$ cat src/dso_consts.svh
// Constants of the synchronizer control and status register set:
// register offsets, field positions, reset values and timing counts.
// Assumes it is included by bare name from the design files.
`ifndef DSO_CONSTS_SVH
`define DSO_CONSTS_SVH

// ----------------------------------------------------------------
// Register offsets on the 7-bit microport address
// ----------------------------------------------------------------
`define DSO_OFS_TIE_CONTROL 7'h00
`define DSO_OFS_REFERENCE_STATUS 7'h01
`define DSO_OFS_OUTPUT_RATE_CONTROL 7'h04
`define DSO_OFS_PHASE_OFFSET_HIGH 7'h06
`define DSO_OFS_PHASE_OFFSET_LOW 7'h07

// ----------------------------------------------------------------
// Field positions
// ----------------------------------------------------------------
`define DSO_BIT_TIE_RUN 0
`define DSO_BIT_PRI_OOR 7
`define DSO_BIT_SEC_OOR 6
`define DSO_BIT_LOCK 5
`define DSO_BIT_HOLDOVER 4
`define DSO_BIT_FREQ_LIM 2
`define DSO_BIT_HS_SELECT 7
`define DSO_BIT_MID_SELECT 6
`define DSO_BIT_OFFSET_EN 3
`define DSO_OFFSET_HIGH_MSB 2
`define DSO_OFFSET_HIGH_KEEP_MSB 3

// ----------------------------------------------------------------
// Reset values
// ----------------------------------------------------------------
`define DSO_RST_TIE_CONTROL 8'h00
`define DSO_RST_OUTPUT_RATE_CONTROL 8'h00
`define DSO_RST_PHASE_OFFSET_HIGH 4'h0
`define DSO_RST_PHASE_OFFSET_LOW 8'h00
`define DSO_READ_UNMAPPED 8'h00

// ----------------------------------------------------------------
// Timing: system clock, measurement interval, range limit
// ----------------------------------------------------------------
`define DSO_CLK_HZ 25000000
`define DSO_WINDOW_S 1
`define DSO_WINDOW_CYCLES (`DSO_WINDOW_S * `DSO_CLK_HZ)
`define DSO_RANGE_PPM 12
`define DSO_PPM_DIV 1000000
`define DSO_REF_NOMINAL 2048000

`endif

$ cat src/dso_pkg.sv
// Types shared by the synchronizer register set modules.
// Assumes dso_consts.svh carries the numeric constants.
package dso_pkg;
  typedef logic [7:0] dso_byte_t;
  typedef logic [6:0] dso_addr_t;
  typedef logic [10:0] dso_offset_t;
  typedef logic [31:0] dso_count_t;
endpackage

$ cat src/dso_mon_if.sv
// Carrier between the register set and one reference range monitor.
// Assumes the top drives window and tick and reads the range flag.
`timescale 1ns/10ps
`default_nettype none
interface dso_mon_if;
  logic window;       // One-cycle pulse closing a measurement interval
  logic ref_tick;     // One-cycle pulse per reference cycle
  logic out_of_range; // Verdict of the last closed interval
  modport mon (input window, input ref_tick, output out_of_range);
  modport ctl (output window, output ref_tick, input out_of_range);
endinterface // dso_mon_if
`default_nettype wire

$ cat src/dso_range_mon.sv
// Reference out-of-range monitor: counts reference cycles over one
// measurement interval and flags a count off nominal by more than the limit.
// Assumes ticks are synchronous one-cycle pulses, slower than clock.
`timescale 1ns/10ps
`default_nettype none
`include "dso_consts.svh"
module dso_range_mon
  import dso_pkg::*;
#(
  parameter dso_count_t NOMINAL = dso_count_t'(`DSO_REF_NOMINAL)
) (
  input wire logic clock, // System clock
  input wire logic rst_n, // Asynchronous reset, active low
  dso_mon_if.mon mon      // Window, tick and verdict
);
  // ----------------------------------------------------------------
  // Tolerance band in counts
  // ----------------------------------------------------------------
  localparam dso_count_t TOL = dso_count_t'(
    (64'(NOMINAL) * `DSO_RANGE_PPM) / `DSO_PPM_DIV);

  dso_count_t cnt_reg;
  dso_count_t cnt_next;
  logic too_fast;
  logic too_slow;
  logic verdict_reg;

  // Count ticks; a tick on the closing cycle opens the next interval
  assign cnt_next = mon.window ? dso_count_t'(mon.ref_tick)
                               : cnt_reg + dso_count_t'(mon.ref_tick);
  assign too_fast = cnt_reg > (NOMINAL + TOL);
  assign too_slow = (cnt_reg + TOL) < NOMINAL;

  // Counter; verdict only changes at interval close, no flicker
  always_ff @(posedge clock or negedge rst_n) begin
    if (!rst_n) begin
      cnt_reg <= '0;
      verdict_reg <= 1'b0;
    end else begin
      cnt_reg <= cnt_next;
      if (mon.window) begin
        verdict_reg <= too_fast | too_slow;
      end
    end
  end

  assign mon.out_of_range = verdict_reg;
endmodule // dso_range_mon
`default_nettype wire

$ cat src/dso_regs.sv
// Control and status register set of the network synchronizer PLL,
// reached by a microprocessor over an 8-bit parallel port.
// Assumes port pins and PLL core flags are synchronous to clock.
`timescale 1ns/10ps
`default_nettype none
`include "dso_consts.svh"
module dso_regs
  import dso_pkg::*;
#(
  parameter dso_count_t WINDOW_CYCLES = dso_count_t'(`DSO_WINDOW_CYCLES),
  parameter dso_count_t REF_NOMINAL = dso_count_t'(`DSO_REF_NOMINAL)
) (
  input wire logic clock,                      // 25 MHz system clock
  input wire logic rst_n,                      // Async reset, active low
  input wire logic cs_n,                       // Chip select, active low
  input wire logic ds_n,                       // Data strobe, active low
  input wire logic rw,                         // High read, low write
  input wire dso_addr_t addr,                  // Register address
  input wire dso_byte_t data_in,               // Data bus, input side
  output dso_byte_t data_out,                  // Data bus, output side
  output logic data_oe,                        // Data bus drive enable
  input wire logic pri_ref_tick,               // Primary reference cycle
  input wire logic sec_ref_tick,               // Secondary reference cycle
  input wire logic pll_locked,                 // Core frequency lock
  input wire logic pll_holdover,               // Core in holdover
  input wire logic pll_freq_limit,             // Core at offset limit
  output logic tie_correction_run,             // TIE correction enabled
  output logic diff_155_output_en,             // 155.52 MHz enable
  output logic mid_rate_div4,                  // Mid rate clock divide 4
  output logic mid_rate_select,                // High picks 34.368 MHz
  output logic phase_offset_enable,            // Apply phase offset
  output dso_offset_t phase_offset_count       // Offset word, 60 ns steps
);
  // ----------------------------------------------------------------
  // Microport strobe tracking
  // ----------------------------------------------------------------
  logic access;
  logic access_reg;
  logic access_end;
  logic rd_access;
  logic rw_reg;
  dso_addr_t addr_reg;
  dso_byte_t wdata_reg;

  // An access is chip select and strobe together
  assign access = ~cs_n & ~ds_n;
  assign rd_access = access & rw;
  // Writes commit as the strobe lifts, when data is known settled
  assign access_end = access_reg & ~access;

  // Track the strobe and keep the last address and data it showed
  always_ff @(posedge clock or negedge rst_n) begin
    if (!rst_n) begin
      access_reg <= 1'b0;
      rw_reg <= 1'b1;
      addr_reg <= '0;
      wdata_reg <= '0;
    end else begin
      access_reg <= access;
      if (access) begin
        rw_reg <= rw;
        addr_reg <= addr;
        wdata_reg <= data_in;
      end
    end
  end

  // ----------------------------------------------------------------
  // Write decode
  // ----------------------------------------------------------------
  logic wr_commit;
  logic wr_tie;
  logic wr_rate;
  logic wr_off_hi;
  logic wr_off_lo;

  assign wr_commit = access_end & ~rw_reg;
  assign wr_tie = wr_commit & (addr_reg == `DSO_OFS_TIE_CONTROL);
  assign wr_rate = wr_commit & (addr_reg == `DSO_OFS_OUTPUT_RATE_CONTROL);
  assign wr_off_hi = wr_commit & (addr_reg == `DSO_OFS_PHASE_OFFSET_HIGH);
  assign wr_off_lo = wr_commit & (addr_reg == `DSO_OFS_PHASE_OFFSET_LOW);

  // ----------------------------------------------------------------
  // Writable registers
  // ----------------------------------------------------------------
  dso_byte_t tie_control_reg;
  dso_byte_t output_rate_control_reg;
  logic [3:0] phase_offset_high_reg;
  dso_byte_t phase_offset_low_reg;

  // Whole bytes are kept, except the offset high byte's low nibble only, so software reads back what it wrote;
  // only the documented bits steer this block's outputs.
  always_ff @(posedge clock or negedge rst_n) begin
    if (!rst_n) begin
      tie_control_reg <= `DSO_RST_TIE_CONTROL;
      output_rate_control_reg <= `DSO_RST_OUTPUT_RATE_CONTROL;
      phase_offset_high_reg <= `DSO_RST_PHASE_OFFSET_HIGH;
      phase_offset_low_reg <= `DSO_RST_PHASE_OFFSET_LOW;
    end else begin
      if (wr_tie) begin
        tie_control_reg <= wdata_reg;
      end
      if (wr_rate) begin
        output_rate_control_reg <= wdata_reg;
      end
      if (wr_off_hi) begin
        // Upper nibble is reserved and not stored
        phase_offset_high_reg <= wdata_reg[`DSO_OFFSET_HIGH_KEEP_MSB:0];
      end
      if (wr_off_lo) begin
        phase_offset_low_reg <= wdata_reg;
      end
    end
  end

  // ----------------------------------------------------------------
  // Reference range monitors and interval divider
  // ----------------------------------------------------------------
  dso_mon_if pri_if ();
  dso_mon_if sec_if ();
  dso_count_t win_cnt_reg;
  logic win_last;
  logic window_reg;

  assign win_last = (win_cnt_reg == WINDOW_CYCLES - dso_count_t'(1));

  // One-second interval divider from the system clock
  always_ff @(posedge clock or negedge rst_n) begin
    if (!rst_n) begin
      win_cnt_reg <= '0;
      window_reg <= 1'b0;
    end else begin
      win_cnt_reg <= win_last ? '0 : win_cnt_reg + dso_count_t'(1);
      window_reg <= win_last;
    end
  end

  assign pri_if.window = window_reg;
  assign pri_if.ref_tick = pri_ref_tick;
  assign sec_if.window = window_reg;
  assign sec_if.ref_tick = sec_ref_tick;

  // Both references are judged against the same nominal and interval, each by its own counter
  dso_range_mon #(
    .NOMINAL(REF_NOMINAL)
  ) u_pri_mon (
    .clock(clock),
    .rst_n(rst_n),
    .mon(pri_if.mon)
  );

  dso_range_mon #(
    .NOMINAL(REF_NOMINAL)
  ) u_sec_mon (
    .clock(clock),
    .rst_n(rst_n),
    .mon(sec_if.mon)
  );

  // ----------------------------------------------------------------
  // Status byte
  // ----------------------------------------------------------------
  dso_byte_t status_reg;
  dso_byte_t status_next;

  // Core flags follow live conditions, range flags the last closed interval; nothing latches
  always_comb begin
    status_next = '0;
    status_next[`DSO_BIT_PRI_OOR] = pri_if.out_of_range;
    status_next[`DSO_BIT_SEC_OOR] = sec_if.out_of_range;
    status_next[`DSO_BIT_LOCK] = pll_locked;
    status_next[`DSO_BIT_HOLDOVER] = pll_holdover;
    status_next[`DSO_BIT_FREQ_LIM] = pll_freq_limit;
  end

  // Sampled every cycle so a read sees the flags one cycle old
  always_ff @(posedge clock or negedge rst_n) begin
    if (!rst_n) begin
      status_reg <= '0;
    end else begin
      status_reg <= status_next;
    end
  end

  // ----------------------------------------------------------------
  // Read mux
  // ----------------------------------------------------------------
  dso_byte_t rd_mux;
  dso_byte_t off_hi_view;

  assign off_hi_view = {4'h0, phase_offset_high_reg};

  // Reading has no side effect on any flag
  always_comb begin
    unique case (addr)
      `DSO_OFS_TIE_CONTROL: rd_mux = tie_control_reg;
      `DSO_OFS_REFERENCE_STATUS: rd_mux = status_reg;
      `DSO_OFS_OUTPUT_RATE_CONTROL: rd_mux = output_rate_control_reg;
      `DSO_OFS_PHASE_OFFSET_HIGH: rd_mux = off_hi_view;
      `DSO_OFS_PHASE_OFFSET_LOW: rd_mux = phase_offset_low_reg;
      default: rd_mux = `DSO_READ_UNMAPPED;
    endcase
  end

  // Bus drive is registered; it stops one cycle after the strobe
  always_ff @(posedge clock or negedge rst_n) begin
    if (!rst_n) begin
      data_out <= '0;
      data_oe <= 1'b0;
    end else begin
      data_oe <= rd_access;
      data_out <= rd_access ? rd_mux : '0;
    end
  end

  // ----------------------------------------------------------------
  // Control outputs to the PLL core and clock generators
  // ----------------------------------------------------------------
  logic hs_output_select;
  logic offset_en_bit;

  assign hs_output_select = output_rate_control_reg[`DSO_BIT_HS_SELECT];
  assign offset_en_bit = phase_offset_high_reg[`DSO_BIT_OFFSET_EN];

  // Registered so every control pin comes straight from a flop
  always_ff @(posedge clock or negedge rst_n) begin
    if (!rst_n) begin
      tie_correction_run <= 1'b0;
      diff_155_output_en <= 1'b0;
      mid_rate_div4 <= 1'b0;
      mid_rate_select <= 1'b0;
      phase_offset_enable <= 1'b0;
      phase_offset_count <= '0;
    end else begin
      // Low holds the TIE circuit cleared and realigns phase
      tie_correction_run <= tie_control_reg[`DSO_BIT_TIE_RUN];
      diff_155_output_en <= ~hs_output_select;
      mid_rate_div4 <= ~hs_output_select;
      mid_rate_select <=
        output_rate_control_reg[`DSO_BIT_MID_SELECT];
      phase_offset_enable <= offset_en_bit;
      phase_offset_count <= {
        phase_offset_high_reg[`DSO_OFFSET_HIGH_MSB:0],
        phase_offset_low_reg};
    end
  end
endmodule // dso_regs
`default_nettype wire

$ cat config.mk
export PLATFORM = sky130hd
export DESIGN_NAME = dso_regs
export DESIGN_NICKNAME = d
export VERILOG_FILES = /design/src/dso_pkg.sv /design/src/dso_mon_if.sv /design/src/dso_range_mon.sv /design/src/dso_regs.sv
export VERILOG_INCLUDE_DIRS = /design/src /design/src/src
export SDC_FILE = /design/constraint.sdc
export NUM_CORES = 1
export LEC_CHECK = 0
export BUFFER_PORTS_ARGS = -buffer_cell sky130_fd_sc_hd__buf_4
export CELL_PAD_IN_SITES_DETAIL_PLACEMENT = 1
export CELL_PAD_IN_SITES_GLOBAL_PLACEMENT = 2
export CORE_MARGIN = 2
export CORE_UTILIZATION = 45
export CTS_BUF_LIST = sky130_fd_sc_hd__clkbuf_2
export DETAILED_ROUTE_END_ITERATION = 8
export PLACE_DENSITY = 0.85
export SYNTH_ARGS = -nofsm -noshare
export SYNTH_HDL_FRONTEND = slang
export SYNTH_SLANG_ARGS = --single-unit
$ cat constraint.sdc
create_clock -name clock -period 4.45 [get_ports clock]
set_clock_uncertainty 0.2 [all_clocks]
set_input_delay 0.2225 -clock clock [delete_from_list [all_inputs] [get_ports clock]]
set_output_delay 0.2225 -clock clock [all_outputs]
set_load 0.03 [all_outputs]
==> flow_summary_export.csv <==
group,metric,value,unit
cts,cts_post_setup_buffers_inserted,0,
power_and_ir_drop,vdd_ir_drop_max,0.000191,V
place,finalWeightedCongestion,0.837,
grt,grt_max_degree,69,
sta,slew_headroom,0.284,
floorplanning,design.portCount,50,
synth,synth-seq-cells,173,
setup_path,crit_path_cell_trace,"nand4_2 > or4_1 > nor4_1 > or4_1 > a32oi_1 > a41o_1",
cts,clock_insertion_delay_worst_skew,0.74,ns
place,io_buffers,49,
cts,cts_inserted_buffers,17,
synth,synth.cell_area,0.00787,sq mm
synth,mappedNetlistNets,748,
cts,post_cts_resized,0,
place,dp.final_hpwl,12300,um
finish,post-route-util,0.535,
sta,setup_repair_after_global_routing_missed_its_margin,"false",
sta,hold_viol_final,0,
synth,synth_top_area_cell,"sky130_fd_sc_hd__dfrtp_1",
sta,tns,0,ns
floorplanning,die_h,136,um
floorplanning,rows,48,
sta,layout_worst_path_cycle_share,0.639,
cts,cts_tree,"yes",
grt,grt_antenna_before_repair,1,
cts,ctsLongestPathBuffers,2,
grt,via_count_of_the_first_global_routing_pass,6266,
setup_path,startpoint_type,"flip-flop",
floorplanning,die-area,0.0186,sq mm
synth,synthesized_instance_count,718,
sta,finalSetupViolCount,0,
synth,synthesis.area_per_instance,11.0,sq um
synth,ys.warnings.count,0,
cts,clockRootBuffer,"sky130_fd_sc_hd__clkbuf_2",
floorplanning,chipWidth,136,um
sta,slew_viol_final,0,
route,ant_nets,0,
synth,number_of_enable_flip_flop_cells_after_synthesis,0,
synth,synth_top_area_share,0.547,
setup_path,critPathKind,"flip-flop to flip-flop",
route,via_to_cell_ratio,5.54,
finish,post_route_cells_drive_above_1_share,0.174,
setup_path,cp-end-kind,"flip-flop",
synth,synth_async_sr_flop_share,1.00,
finish,p_r_area_growth_vs_syn,16.7,%
setup_path,critical-path-slowest-cell,"sky130_fd_sc_hd__nor4_1",
run,max-cap-violations,0,
route,wirelength,19000,um
synth,yosys.cell_types.count,56,
finish,design.final.nets,843,
synth,most_used_standard_cell_by_instance_count_after_synthesis,"sky130_fd_sc_hd__dfrtp_1",
setup_path,cp_data_required_time,4.89,ns
power_and_ir_drop,p_leak,0.00415,uW
cts,clk_pin_slew,0.25,ns
sta,worstMarginPinSlew,1.06,ns
cts,cts_num_sinks,173,
setup_path,critical_path_arrival,3.28,ns
grt,grt_first_pass_wirelength,31800,um
hold_path,hold_class,"input pin to flip-flop",
setup_path,crit_path_max_incr_delay,0.72,ns
setup_path,crit_path_max_fanout,6,
setup_path,cpMostUsedCell,"sky130_fd_sc_hd__or4_1",
route,route.vias.total,5823,
setup_path,worst-path-buf-inv,0,
route,detail_route.first_pass.iterations,5,
synth,synthTopCellsByCount,"sky130_fd_sc_hd__dfrtp_1 (172), sky130_fd_sc_hd__nor2_1 (104), sky130_fd_sc_hd__mux2_2 (51)",
route,detail_route.drc_violations,0,
grt,globalRoute.totalOverflow,0,
route,wl_per_cell,18.0,um
route,drtIter0Drc,277,
status,outcome,"finished, final reports clean",
sta,max_fclk,0.351,GHz
grt,gr-usage-all-layers,0.218,
floorplanning,initial_core_util,0.458,
floorplanning,floorplan.core_area,0.0172,sq mm
synth,synth-seq-area-share,0.550,
setup_path,critical_path.top_delay_family,"simple AND/OR/NAND/NOR gates",
synth,netlist_top_cells_area,"sky130_fd_sc_hd__dfrtp_1 (55%), sky130_fd_sc_hd__mux2_2 (7.3%), sky130_fd_sc_hd__xor2_1 (5.5%)",
cts,htree_levels,4,
sta,fin_crit,2.85,ns
power_and_ir_drop,power_density_over_cell_area,325,mW/mm^2
synth,dominant_register_cell_in_the_synthesized_netlist,"sky130_fd_sc_hd__dfrtp_1",
cells by family (layout without fill, tap and decap cells):
| kind of cell | count (synthesis) | after routing | synth area share |
|---|---|---|---|
| compound gates | 50 | 50 | 0.0480 |
| other cells | 0 | 1 | 0 |
| mux | 52 | 52 | 0.0742 |
| buf+inv | 30 | 138 | 0.0149 |
| xor+xnor | 87 | 87 | 0.0968 |
| fa+ha+maj | 5 | 5 | 0.00795 |
| flops | 173 | 173 | 0.550 |
| simple gates | 321 | 321 | 0.208 |
worst paths after layout:
path,from,to,slack (ns),cells after the start
max in group asynchronous,rst_n,phase_offset_low_reg[6],2.76,4
min in group asynchronous,rst_n,phase_offset_high_reg[2],0.38,3
min reg2reg,u_pri_mon.mon.out_of_range,status_reg[7],0.22,0
max reg2reg,u_pri_mon.cnt_reg[8],u_pri_mon.mon.out_of_range,1.60,6
min,sec_ref_tick,u_sec_mon.cnt_reg[0],0.07,3
max,u_pri_mon.cnt_reg[8],u_pri_mon.mon.out_of_range,1.60,6
power breakdown:
part | leakage (uW) | internal [uW] | switching [uW] | total (uW)
sequential | 0.00232 | 1680 | 113 | 1800
clock | 0.000136 | 265 | 565 | 830
combinational | 0.00170 | 182 | 172 | 354
total | 0.00415 | 2130 | 850 | 2980
layer usage:
metal  routed length [um]  vias to the layer above  share of wire  global-route usage
met5                    0                        -              0                   0
met4                  208                        0          0.011              0.0463
met3                  496                       16          0.026              0.0440
met2                 9820                       81           0.52               0.381
met1                 8450                     2987           0.45               0.282
li1                     -                     2739              -                   -
cell type report:
class | count | area, sq um
Multi-Input combinational cell | 515 | 3430
Clock inverter | 13 | 140
Tap cell | 225 | 282
Sequential cell | 173 | 4330
Antenna cell | 1 | 2.50
Clock buffer | 19 | 95.1
Timing Repair Buffer | 99 | 877
Fill cell | 1901 | 7990
Inverter | 7 | 26.3
what timing repair did:
item                                    4_1_cts  5_1_grt
hold buffers                                 45        0
hold endpoints to repair                    152        0
endpoints found under the setup margin        0        0
worst reg2reg max path, cell delays in order (launching register included):
cell                      delay, ns
sky130_fd_sc_hd__dfrtp_1       0.51
sky130_fd_sc_hd__nand4_2       0.20
sky130_fd_sc_hd__or4_1         0.60
sky130_fd_sc_hd__nor4_1        0.72
sky130_fd_sc_hd__or4_1         0.22
sky130_fd_sc_hd__a32oi_1       0.09
sky130_fd_sc_hd__a41o_1        0.22
placed cells by master, fill, tap and decap left out, drive strengths merged, types with 11 or more instances in the layout:
master and count:
and3 15, nand3 39, dfrtp 172, or3 11
xnor2 38, buf 55, and2 15, nor4 18
mux2 51, dlygate4sd3 44, xor2 49, nor3 20
nand2 43, clkbuf 19, nand4 24, nor2 104
per-stage QoR:
step | power, uW | std cells | hold WS [ns] | worst slack [ns] | instance area, sq um
detailed placement | 2130 | 974 | 0.136 | 1.71 | 8480
finish | 2980 | 1052 | 0.0738 | 1.60 | 9180
floorplan | 1980 | 718 | -0.273 | 1.99 | 7870
CTS | 3010 | 1051 | 0.0107 | 1.61 | 9180
global placement | 2100 | 974 | 0.133 | 1.90 | 8480
global route | 3130 | 1052 | 0.00962 | 1.32 | 9180
Note: power is estimated with default switching activity, not from simulation.
